==> src/rtl/iqd_cfg.svh <==
// constants for the quadrature downconverter front end
`ifndef IQD_CFG_SVH
`define IQD_CFG_SVH
`define IQD_CLOCK_KHZ 100000
`define IQD_SAMPLE_KHZ 250
`define IQD_SAMPLE_CYC (`IQD_CLOCK_KHZ / `IQD_SAMPLE_KHZ)
`define IQD_REF_DIV 4
`define IQD_WORD_W 13
`define IQD_PASS_W 8
`define IQD_MIX_W 14
`define IQD_COARSE_POS 5
`define IQD_DECIM 8
`define IQD_PHASE_RESET 2'h0
`define IQD_WORD_MAX 13'h1FFF
`endif

==> src/rtl/iqd_pkg.sv <==
// types shared by the downconverter modules
package iqd_pkg;
  typedef enum logic [2:0] {
    IQD_TRACK,
    IQD_COARSE,
    IQD_FINE,
    IQD_SHIFT
  } iqd_state_type;
  typedef logic [12:0] iqd_word_type;
  typedef logic signed [13:0] iqd_mix_type;
endpackage

==> src/rtl/iqd_mix_if.sv <==
// carrier between the converter sequencer and the quadrature mixer
interface iqd_mix_if;
  iqd_pkg::iqd_word_type sample;
  logic sample_valid;
  logic phase_clear;
  iqd_pkg::iqd_mix_type mix_i;
  iqd_pkg::iqd_mix_type mix_q;
  logic mix_valid;
  modport feed (
    output sample,
    output sample_valid,
    output phase_clear,
    input mix_i,
    input mix_q,
    input mix_valid
  );
  modport mixer (
    input sample,
    input sample_valid,
    input phase_clear,
    output mix_i,
    output mix_q,
    output mix_valid
  );
endinterface

==> src/rtl/iqd_top.sv <==
// two-pass converter sequencer, quadrature mixer and bandwidth filter
// What this block does
// - one 13-bit sample word is produced per sample period, started by the 250 kHz sample clock.
// - the finished word is shifted serially into the mixer only after the whole conversion is done.
// - the first pass captures the 8-bit coarse word of the scaled, dithered input.
// - the 13-bit sample is the 8-bit residue word added to the 8-bit coarse word shifted up five bits, saturated.
// - each sample is multiplied by a 62.5 kHz sine and, separately, a 62.5 kHz cosine.
// - both references are the sample clock divided by four, so they stay locked to sampling.
// - the mixer gives a real stream and an imaginary stream side by side.
// - the bandwidth filter runs on the real and imaginary streams independently.
// - track-and-hold stays in hold for the whole time the converter digitizes a sample.
// - reset returns converter, filter and output logic to their initial state.
// - a falling sweep sync edge re-phases the references and the decimation state.
`include "iqd_cfg.svh"
module iqd_top #(
  parameter int DECIM = `IQD_DECIM,
  parameter int COARSE_POS = `IQD_COARSE_POS
) (
  input wire logic CLOCK,
  input wire logic RESET,
  input wire logic SAMPLE_CLK,
  input wire logic SWEEP_SYNC_N,
  input wire logic [7:0] CONV_DATA,
  input wire logic CONV_DONE,
  output logic HOLD,
  output logic CONV_START,
  output logic CONV_PASS,
  output logic [7:0] RESID_WORD,
  output logic signed [`IQD_MIX_W+$clog2(DECIM)-1:0] I_OUT,
  output logic signed [`IQD_MIX_W+$clog2(DECIM)-1:0] Q_OUT,
  output logic OUT_VALID
);
  localparam int ACC_W = `IQD_MIX_W + $clog2(DECIM);
  localparam int BUDGET = `IQD_SAMPLE_CYC;
  localparam logic [8:0] BUDGET_LAST = 9'(BUDGET - 1);
  localparam logic [3:0] BIT_LAST = 4'(`IQD_WORD_W - 1);
  localparam logic [7:0] DEC_LAST = 8'(DECIM - 1);

  iqd_pkg::iqd_state_type st_q;
  iqd_pkg::iqd_state_type st_d;
  logic samp_prev_q;
  logic sync_prev_q;
  logic hold_q;
  logic start_q;
  logic pass_q;
  logic [7:0] coarse_q;
  logic [8:0] budget_q;
  iqd_pkg::iqd_word_type word_q;
  logic [3:0] bit_q;
  logic ser_bit_q;
  logic ser_en_q;
  logic ser_last_q;
  iqd_pkg::iqd_word_type rx_q;
  logic rx_valid_q;
  logic [7:0] dec_q;
  logic signed [ACC_W-1:0] acc_q [2];
  logic signed [ACC_W-1:0] out_q [2];
  logic out_valid_q;

  wire samp_rise_w = SAMPLE_CLK & ~samp_prev_q;
  wire sync_fall_w = sync_prev_q & ~SWEEP_SYNC_N;
  wire busy_w = (st_q == iqd_pkg::IQD_COARSE) ||
                (st_q == iqd_pkg::IQD_FINE);
  // a conversion that outlives its sample period is dropped, not stretched
  wire timeout_w = busy_w && (budget_q == BUDGET_LAST);
  wire done_w = CONV_DONE & ~start_q & ~timeout_w;
  // coarse word weighted up, residue overlaps its low bits for gain match
  wire [13:0] sum_w = (14'(coarse_q) << COARSE_POS) + 14'(CONV_DATA);
  wire [12:0] sum_sat_w = sum_w[13] ? `IQD_WORD_MAX : sum_w[12:0];
  wire dec_wrap_w = (dec_q == DEC_LAST);

  iqd_mix_if mif ();

  assign mif.sample = rx_q;
  assign mif.sample_valid = rx_valid_q;
  assign mif.phase_clear = sync_fall_w;

  iqd_mixer u_mixer (
    .clk(CLOCK),
    .rst(RESET),
    .mx(mif.mixer)
  );

  always_comb begin
    st_d = st_q;
    case (st_q)
      iqd_pkg::IQD_TRACK: begin
        if (samp_rise_w) st_d = iqd_pkg::IQD_COARSE;
      end
      iqd_pkg::IQD_COARSE: begin
        if (timeout_w) st_d = iqd_pkg::IQD_TRACK;
        else if (done_w) st_d = iqd_pkg::IQD_FINE;
      end
      iqd_pkg::IQD_FINE: begin
        if (timeout_w) st_d = iqd_pkg::IQD_TRACK;
        else if (done_w) st_d = iqd_pkg::IQD_SHIFT;
      end
      iqd_pkg::IQD_SHIFT: begin
        if (bit_q == 4'h0) st_d = iqd_pkg::IQD_TRACK;
      end
      default: st_d = iqd_pkg::IQD_TRACK;
    endcase
  end

  always_ff @(posedge CLOCK) begin
    if (RESET) begin
      st_q <= iqd_pkg::IQD_TRACK;
      samp_prev_q <= 1'b1;
      sync_prev_q <= 1'b1;
      budget_q <= '0;
    end else begin
      st_q <= st_d;
      samp_prev_q <= SAMPLE_CLK;
      sync_prev_q <= SWEEP_SYNC_N;
      budget_q <= busy_w ? budget_q + 9'h001 : 9'h000;
    end
  end

  // converter handshake: hold across both passes, one start per pass
  always_ff @(posedge CLOCK) begin
    if (RESET) begin
      hold_q <= 1'b0;
      start_q <= 1'b0;
      pass_q <= 1'b0;
      coarse_q <= '0;
    end else begin
      start_q <= 1'b0;
      if (st_q == iqd_pkg::IQD_TRACK && samp_rise_w) begin
        hold_q <= 1'b1;
        start_q <= 1'b1;
        pass_q <= 1'b0;
      end else if (timeout_w) begin
        hold_q <= 1'b0;
      end else if (st_q == iqd_pkg::IQD_COARSE && done_w) begin
        coarse_q <= CONV_DATA;
        start_q <= 1'b1;
        pass_q <= 1'b1;
      end else if (st_q == iqd_pkg::IQD_FINE && done_w) begin
        hold_q <= 1'b0;
      end
    end
  end

  // word out MSB first, one bit per clock, then rebuilt at the mixer
  always_ff @(posedge CLOCK) begin
    if (RESET) begin
      word_q <= '0;
      bit_q <= '0;
      ser_bit_q <= 1'b0;
      ser_en_q <= 1'b0;
      ser_last_q <= 1'b0;
      rx_q <= '0;
      rx_valid_q <= 1'b0;
    end else begin
      ser_en_q <= 1'b0;
      ser_last_q <= 1'b0;
      if (st_q == iqd_pkg::IQD_FINE && done_w) begin
        word_q <= sum_sat_w;
        bit_q <= BIT_LAST;
      end else if (st_q == iqd_pkg::IQD_SHIFT) begin
        ser_bit_q <= word_q[bit_q];
        ser_en_q <= 1'b1;
        ser_last_q <= (bit_q == 4'h0);
        bit_q <= bit_q - 4'h1;
      end
      if (ser_en_q) rx_q <= {rx_q[11:0], ser_bit_q};
      rx_valid_q <= ser_en_q & ser_last_q;
    end
  end

  // integrate-and-dump per stream; sweep sync restarts the dump count
  always_ff @(posedge CLOCK) begin
    if (RESET || sync_fall_w) begin
      dec_q <= '0;
      out_valid_q <= 1'b0;
    end else begin
      out_valid_q <= mif.mix_valid & dec_wrap_w;
      if (mif.mix_valid) dec_q <= dec_wrap_w ? 8'h00 : dec_q + 8'h01;
    end
  end

  for (genvar ch = 0; ch < 2; ch++) begin : g_stream
    wire signed [ACC_W-1:0] in_w = (ch == 0) ?
      ACC_W'(mif.mix_i) : ACC_W'(mif.mix_q);
    always_ff @(posedge CLOCK) begin
      if (RESET || sync_fall_w) begin
        acc_q[ch] <= '0;
        out_q[ch] <= '0;
      end else if (mif.mix_valid) begin
        acc_q[ch] <= dec_wrap_w ? '0 : acc_q[ch] + in_w;
        if (dec_wrap_w) out_q[ch] <= acc_q[ch] + in_w;
      end
    end
  end

  assign HOLD = hold_q;
  assign CONV_START = start_q;
  assign CONV_PASS = pass_q;
  assign RESID_WORD = coarse_q;
  assign I_OUT = out_q[0];
  assign Q_OUT = out_q[1];
  assign OUT_VALID = out_valid_q;

  // the dump count is 8 bits wide and the sum 14, hence these limits
  if (DECIM < 1 || DECIM > 256) begin : g_bad_decim
    $error("DECIM must lie in 1..256");
  end
  if (COARSE_POS < 0 || COARSE_POS > 5) begin : g_bad_pos
    $error("COARSE_POS out of range");
  end
  if (BUDGET > 511) begin : g_bad_budget
    $error("sample period does not fit the budget count");
  end

  hold_conv_a: assert property (@(posedge CLOCK) disable iff (RESET)
    busy_w |-> HOLD)
    else $error("track-and-hold released during conversion");
  start_pass_a: assert property (@(posedge CLOCK) disable iff (RESET)
    st_q == iqd_pkg::IQD_TRACK && samp_rise_w
    |=> CONV_START && !CONV_PASS && HOLD ##1 !CONV_START)
    else $error("sample edge did not start a first pass");
  coarse_take_a: assert property (@(posedge CLOCK) disable iff (RESET)
    st_q == iqd_pkg::IQD_COARSE && done_w
    |=> RESID_WORD == $past(CONV_DATA) && CONV_START && CONV_PASS)
    else $error("coarse word not captured on first-pass completion");
  word_sum_a: assert property (@(posedge CLOCK) disable iff (RESET)
    st_q == iqd_pkg::IQD_FINE && done_w
    |=> word_q == $past(sum_sat_w) && !HOLD)
    else $error("sample word is not coarse plus residue");
  shift_after_a: assert property (@(posedge CLOCK) disable iff (RESET)
    $rose(ser_en_q) |-> !HOLD && $past(st_q) == iqd_pkg::IQD_SHIFT
    ##0 ser_en_q[*8])
    else $error("serial shift started before conversion completed");
  out_strobe_a: assert property (@(posedge CLOCK) disable iff (RESET)
    mif.mix_valid && dec_wrap_w && !sync_fall_w
    |=> OUT_VALID ##1 !OUT_VALID)
    else $error("filter output strobe missing or stretched");
  sync_clear_a: assert property (@(posedge CLOCK) disable iff (RESET)
    sync_fall_w |=> dec_q == 8'h00 && acc_q[0] == 0 && acc_q[1] == 0)
    else $error("sweep sync did not clear the decimation state");
  reset_idle_a: assert property (@(posedge CLOCK)
    RESET |=> st_q == iqd_pkg::IQD_TRACK && !HOLD && !OUT_VALID)
    else $error("reset did not return the block to idle");
endmodule

==> src/rtl/iqd_mixer.sv <==
// quarter-rate quadrature mixer
`include "iqd_cfg.svh"
module iqd_mixer (
  input wire logic clk,
  input wire logic rst,
  iqd_mix_if.mixer mx
);
  logic [1:0] phase_q;
  logic [1:0] phase_d;
  iqd_pkg::iqd_mix_type s_w;
  iqd_pkg::iqd_mix_type neg_w;
  iqd_pkg::iqd_mix_type cos_w;
  iqd_pkg::iqd_mix_type sin_w;
  iqd_pkg::iqd_mix_type i_q;
  iqd_pkg::iqd_mix_type q_q;
  logic valid_q;

  // offset-binary word to signed, one guard bit so negation cannot wrap
  assign s_w = {~mx.sample[12], ~mx.sample[12], mx.sample[11:0]};
  assign neg_w = -s_w;
  // cosine +1,0,-1,0 and sine 0,+1,0,-1: no multiplier needed at fs/4
  assign cos_w = (phase_q == 2'h0) ? s_w :
                 (phase_q == 2'h2) ? neg_w : '0;
  assign sin_w = (phase_q == 2'h1) ? s_w :
                 (phase_q == 2'h3) ? neg_w : '0;
  // one step per sample: the references are the sample clock over four
  assign phase_d = mx.phase_clear ? `IQD_PHASE_RESET :
                   mx.sample_valid ? phase_q + 2'h1 : phase_q;

  always_ff @(posedge clk) begin
    if (rst) begin
      phase_q <= `IQD_PHASE_RESET;
      i_q <= '0;
      q_q <= '0;
      valid_q <= 1'b0;
    end else begin
      phase_q <= phase_d;
      valid_q <= mx.sample_valid & ~mx.phase_clear;
      if (mx.sample_valid) begin
        i_q <= cos_w;
        q_q <= sin_w;
      end
    end
  end

  assign mx.mix_i = i_q;
  assign mx.mix_q = q_q;
  assign mx.mix_valid = valid_q;

  if (`IQD_REF_DIV != 4) begin : g_bad_div
    $error("mixer serves a divide by four only");
  end

  phase_step_a: assert property (@(posedge clk) disable iff (rst)
    mx.sample_valid && !mx.phase_clear |=> phase_q == $past(phase_q) + 2'h1)
    else $error("reference phase did not advance one step per sample");
  phase_clear_a: assert property (@(posedge clk) disable iff (rst)
    mx.phase_clear |=> phase_q == `IQD_PHASE_RESET && !valid_q)
    else $error("sweep sync did not re-phase the mixer");
  cos_seq_a: assert property (@(posedge clk) disable iff (rst)
    mx.sample_valid && !mx.phase_clear && phase_q == 2'h2
    |=> i_q == -$past(s_w) && q_q == 0)
    else $error("mixer output wrong at half cycle of the references");
  sin_seq_a: assert property (@(posedge clk) disable iff (rst)
    mx.sample_valid && !mx.phase_clear && phase_q == 2'h1
    |=> q_q == $past(s_w) && i_q == 0)
    else $error("mixer output wrong at quarter cycle of the references");
endmodule

==> config.mk <==
export PLATFORM = sky130hd
export DESIGN_NAME = iqd_top
export DESIGN_NICKNAME = d
export VERILOG_FILES = /design/src/rtl/iqd_pkg.sv /design/src/rtl/iqd_mix_if.sv /design/src/rtl/iqd_top.sv /design/src/rtl/iqd_mixer.sv
export VERILOG_INCLUDE_DIRS = /design/src /design/src/rtl
export SDC_FILE = /design/constraint.sdc
export NUM_CORES = 1
export LEC_CHECK = 0
export BUFFER_PORTS_ARGS = -buffer_cell sky130_fd_sc_hd__buf_2
export CORE_MARGIN = 4
export CORE_UTILIZATION = 61
export CTS_BUF_LIST = sky130_fd_sc_hd__clkbuf_8
export CTS_CLUSTER_DIAMETER = 30
export DETAILED_ROUTE_END_ITERATION = 8
export PLACE_DENSITY = 0.8
export SETUP_SLACK_MARGIN = 0.02
export SYNTH_ARGS = -nofsm -noshare
export SYNTH_HDL_FRONTEND = slang
export SYNTH_HIERARCHICAL = 1
export SYNTH_SLANG_ARGS = --single-unit
==> constraint.sdc <==
create_clock -name CLOCK -period 3.6 [get_ports CLOCK]
set_clock_uncertainty 0.2 [all_clocks]
set_input_delay 0.72 -clock CLOCK [delete_from_list [all_inputs] [get_ports CLOCK]]
set_output_delay 0.72 -clock CLOCK [all_outputs]
set_load 0.02 [all_outputs]
# == Yosys cells after proc, flatten, opt, wreduce, memory -nomap -nowiden ==
# Memories as Yosys holds them, arrays and structs flattened.
# Index checks and enable logic that the tools add are counted.
# classes
bitwise,21
n_reduce_logical,21
order_cmp,1
n_eq_ne,13
muxes,40
add_sub_neg,10
# ops
operator,count
$mux W17,6
$mux W14,4
$add A17 B14 Y17,2
$add A17 B17 Y17,2
$mux W1,18
$mux W3,6
$add A13 B8 Y14,1
$neg A13 Y14,1
$mux W13,1
$pmux W3 S4,1
$not A1 Y1,10
$add A9 B1 Y9 const B,1
$eq A9 B9 Y1 const B,1
$ne A3 B3 Y1 const B,3
$add A8 B1 Y8 const B,1
$eq A8 B3 Y1 const B,1
$mux W4,2
$mux W8,1
$reduce_or A2 Y1,4
$and A1 B1 Y1,7
$eq A3 B2 Y1 const B,2
$reduce_and A2 Y1,3
$lt A4 B5 Y1 const B,1
$bmux W1 S4,1
other kinds (17),26
# word_totals
mem_count,2
wordCells,130
ram_bits,68
regBits,99
in_bits,13
out_inout_bits,46
# memory_table
name,depth,width,rd,rd_ports_with_merged_regs,wr,line_no,source
acc_q,2,17,2,0,2,iqd_top.sv:56,logic signed [ACC_W-1:0] acc_q [2];
out_q,2,17,2,0,2,iqd_top.sv:57,logic signed [ACC_W-1:0] out_q [2];

# == Longest topological paths before layout ==
# depth
word_depth,10
mapped_depth,9
ltp_nobuf,8

# == Hierarchy ==
# The synthesis kept the hierarchy.
# modules_own_cells
module,area_each_um2,cells_each,n_inst,seq_area_each_um2
iqd_top,7029.2,685,1,3383.2
iqd_mixer,1756.7,223,1,620.6

# == Least setup slack after synthesis ==
# No wires, ideal clock.
# synth_timing
kind,in2reg
from,input port RESET
to,"memory out_q[0][0] in the netlist's numbering, enable pin"
path_slack_ns,0.905
setup_ns,0.400
n_path_buf,1
cell_stages,3
required_time_ns,3.000
t_arrival_ns,2.095
path_cell_list,clkbuf_1 or2_1 nand2b_1
# synth_rtl
item,line_no,source
"start, declared",iqd_top.sv:20,"input wire logic RESET,"
"end, declared",iqd_top.sv:57,

==> impl_summary.md <==
Status
The run finished with clean final reports.

Power
Of the total power, the share spent switching nets is 25.0%. The proportion of power drawn by the clock network is 36.3%. Combinational cells account for 10.4% of the total power.

Registers are responsible for 53.3% of the overall power. The design draws 3.93 mW. Dividing total power by cell area gives a power density of 410 mW/mm^2. The largest voltage drop on the vdd net is 0.279 mV.

Summed over all nets, the switching power comes to 982 uW. The cell internal power dissipation is 2.94 mW. The total leakage power is 3.79 nW.

Floorplanning
The floorplan die width is 128 microns. The floorplan step defined a die boundary enclosing 0.0164 sq mm. The height of the die is 128 microns.

The total number of placement rows is 43. The initial core utilization is 62.8%. The number of primary I/O pins is 59.

The total area inside the core boundary comes to 0.0140 sq mm.

Timing
Setup violations remaining at the end of the flow were counted as 0. For the pin with the worst max-slew slack, the measured transition is 816 ps. Of the available clock period, the critical path in the final layout requires 75.0%.

The maximum achievable frequency is 0.371 GHz. Hold timing on the final database bottoms out at a slack of 254 ps. The number of pins exceeding their max-slew limit in the final report is 0. The total negative slack is 0 ps.

The smallest clock period supported by the final layout is computed as 2700 ps. The number of endpoints with negative hold slack in the final report is 0. The headroom to the max-slew limit is 45.5%. Setup repair after global routing left no endpoint under its margin.

Yosys
The area fraction of the dominant cell type after synthesis is 23.2%. By area the synthesized netlist is led by sky130_fd_sc_hd__edfxtp_1 23%, sky130_fd_sc_hd__dfxtp_1 22%, sky130_fd_sc_hd__ha_1 6.7%, sky130_fd_sc_hd__nor2_1 5.3%, sky130_fd_sc_hd__a21oi_1 3.1%. The post-synthesis cell type with the largest combined area is sky130_fd_sc_hd__edfxtp_1.

The total nets after synthesis is 971. Counting flops with a built-in enable in the synthesized netlist gives 68. The part of the Yosys area used for sequential elements is 45.6%. Synthesis instantiated 70 different standard cells from the library.

The average footprint of a synthesized cell is 9.68 sq um. The number of synthesized register bits is 166. The Yosys step of the flow raised 6 warnings. The flip-flop cell with the highest count after synthesis is sky130_fd_sc_hd__dfxtp_1. Synthesis handed over a netlist of 908 instances.

For this run, asynchronously set or reset flops after synthesis account for 0%. The combined area of all synthesized cells is 0.00879 sq mm.

Route
The number of optimization iterations in the first detailed-route pass is 5. The number of DRC violations after detailed routing is 0. The routed wire length is 19200 microns.

For this block, the initial DRC count from the detailed router was 501. After detailed routing, the number of vias per cell comes to 6.12. For this block, the via count after detailed routing is 6984. The mean routed wirelength per cell is 16.8 microns. The remaining number of nets flagged by the antenna check after routing is 0.

Worst setup path
The termination of the worst setup path is out_q[0][14]. The worst setup path is launched from a flop. The library cell contributing the largest single delay on the critical path is sky130_fd_sc_hd__fa_1. The arrival time reported for the critical path endpoint is 2830 ps.

The endpoint of the worst-slack reg-to-reg timing path is out_q[0][14]. The beginning of the worst register-to-register path is u_mixer/mx.mix_i[0]. The maximum single-stage delay on the critical path is 400 ps.

The path depth of the worst reg2reg path is 8. Walking the worst path, the cells encountered are ha_1 -> inv_1 -> fa_1 -> nand2b_1 -> a211oi_2 -> o21ai_0 -> a211o_1 -> nand2_1. The kind of end point of the critical path is a flop. The critical path required time is 3730 ps. Of all nets on the critical path, the largest fanout is 5. The critical path launch point is u_mixer/mx.mix_i[0]. The classification of the worst setup path is flop to flop.

Setup slack on the worst reg-to-reg path comes out at 900 ps.

GRT
The wire length of the first global-routing pass is 32200 microns. The number of antenna violations at the first check in global routing is 1. The leftover overflow at the end of global routing is 0. The via count of the first global-routing pass is 6564. Global routing consumed, over all layers together, 24.2% of the routing resources. The largest net degree at the start of global routing is 75.

Clocking
The buffer levels on the longest clock path is 2. The number of H-tree levels is 4. The count of clock tree sinks is 166. The count of instances resized after the clock tree is built is 0. The clock reaches the later pin of the worst-skew pair after 450 ps.

The total CTS buffers is 17. TritonCTS built the clock tree. The number of buffers added for setup after CTS is 0. The number of hold buffers added after cts is 0. After clock tree synthesis, the clock-pin slew on the worst setup and hold paths is 90 ps.

The clock tree root buffer cell is sky130_fd_sc_hd__clkbuf_8.

Place
The area of placed instances is 0.00916 sq mm. The total half-perimeter wirelength after legalization and detailed placement is 13200 microns. The placed instance count is 1109. The final estimated routing congestion in global placement is 0.901. The port buffer count is 58.

Run
The tool flagged a number of max-cap violations equal to 0.

Cells and area
The final cell count without fillers is 1142. The layout overhead on the synthesized area is 9.07%. With fillers left out, the area of the finished cells amounts to 0.00958 sq mm. The layout filler cell count is 1150.

Cells with a size suffix above 1 make up 13.0% of the layout. The total number of nets in the final design is 1011.

Hold path
The path class of the tightest hold or removal check is flop to flop.
-- worst max-delay path: cells and delay by family, from the launching register on --
kind | cells | cell delay [ps]
adder cells (fa/ha/maj) | 2 | 640
AND/OR/NAND/NOR | 2 | 250
AO/OA/AOI/OAI | 3 | 1030
flip-flops | 1 | 370
buffers and inverters | 1 | 80
-- layer usage --
| metal | up-vias | global-route usage (%) | part of all wire, % |
|---|---|---|---|
| li1 | 3439 | - | - |
| met1 | 3309 | 33.8 | 46 |
| met2 | 209 | 38.4 | 46 |
| met3 | 27 | 4.21 | 6.1 |
| met4 | 0 | 8.05 | 2.0 |
| met5 | - | 0 | 0 |
-- cells by family after synthesis --
logic type / count (synthesis) / synth area share [%]
adder cells (fa/ha/maj): 50 / 7.38
AND/OR/NAND/NOR: 344 / 19.2
XOR/XNOR: 38 / 3.79
flip-flops: 166 / 45.6
multiplexers: 31 / 4.26
AO/OA/AOI/OAI: 209 / 16.3
buffers and inverters: 70 / 3.42
-- synthesized netlist by cell type (21+ instances only) --
cell	n
sky130_fd_sc_hd__mux2i_1	25
sky130_fd_sc_hd__nor2_1	123
sky130_fd_sc_hd__dfxtp_1	98
sky130_fd_sc_hd__a21oi_1	54
sky130_fd_sc_hd__nor3_1	33
sky130_fd_sc_hd__xor2_1	21
sky130_fd_sc_hd__clkbuf_1	30
sky130_fd_sc_hd__ha_1	47
sky130_fd_sc_hd__inv_1	24
sky130_fd_sc_hd__nand4_1	24
sky130_fd_sc_hd__nand2_1	67
sky130_fd_sc_hd__o21ai_0	35
sky130_fd_sc_hd__edfxtp_1	68
-- registers in the layout, summed over array words and instances, names as in the netlist, 4 cells and up --
register,count
acc_q,34
out_q,34
u_mixer/mx.mix_i,14
u_mixer/mx.mix_q,14
mif.sample,13
word_q,13
budget_q,9
RESID_WORD,8
dec_q,8
bit_q,4
-- layout make-up --
class	count	area, sq um	area share [%]
inverters	25	93.8	0.979
clock buffers	17	234	2.44
flip-flops and latches	166	4000	41.8
repair buffers	66	350	3.66
clock inverters	15	189	1.97
diodes	1	2.50	0.0261
multi-input cells	672	4480	46.8
well taps	180	225	2.35
-- power groups by stage --
stage / clock (mW) / combinational [mW] / sequential [mW]
final: 1.42 / 0.410 / 2.09
after global routing: 1.53 / 0.455 / 2.10
after detailed placement: 0 / 0.407 / 2.13
after CTS: 1.45 / 0.411 / 2.09
after floorplan: 0 / 0.266 / 2.16
after global placement: 0 / 0.400 / 2.13
-- cells in the final DEF, fill, tap and decap left out, types with 26 or more instances in the layout --
cell,instances
sky130_fd_sc_hd__a21oi_1,54
sky130_fd_sc_hd__buf_2,58
sky130_fd_sc_hd__dfxtp_1,98
sky130_fd_sc_hd__edfxtp_1,68
sky130_fd_sc_hd__ha_1,47
sky130_fd_sc_hd__inv_1,26
sky130_fd_sc_hd__nand2_1,67
sky130_fd_sc_hd__nor2_1,123
sky130_fd_sc_hd__nor3_1,33
sky130_fd_sc_hd__o21ai_0,35
-- worst min path at each step --
stage	startpoint	to	cells after the start
3_3_place_gp	CONV_PASS	CONV_PASS	2
4_1_cts	word_q[12]	word_q[12]	2
6_report	word_q[12]	word_q[12]	2
3_5_place_dp	word_q[12]	word_q[12]	2
2_1_floorplan	word_q[12]	word_q[12]	2
5_1_grt	SAMPLE_CLK	samp_prev_q	2
-- per-stage QoR --
step | setup slack [ps] | util (%)
3_5_place_dp | 826 | 65.5
4_1_cts | 913 | 68.5
5_1_grt | 715 | 68.5
2_1_floorplan | 905 | -
3_3_place_gp | 864 | 65.5
6_report | 902 | 68.5
No activity file was read; power rests on OpenSTA's default activity.
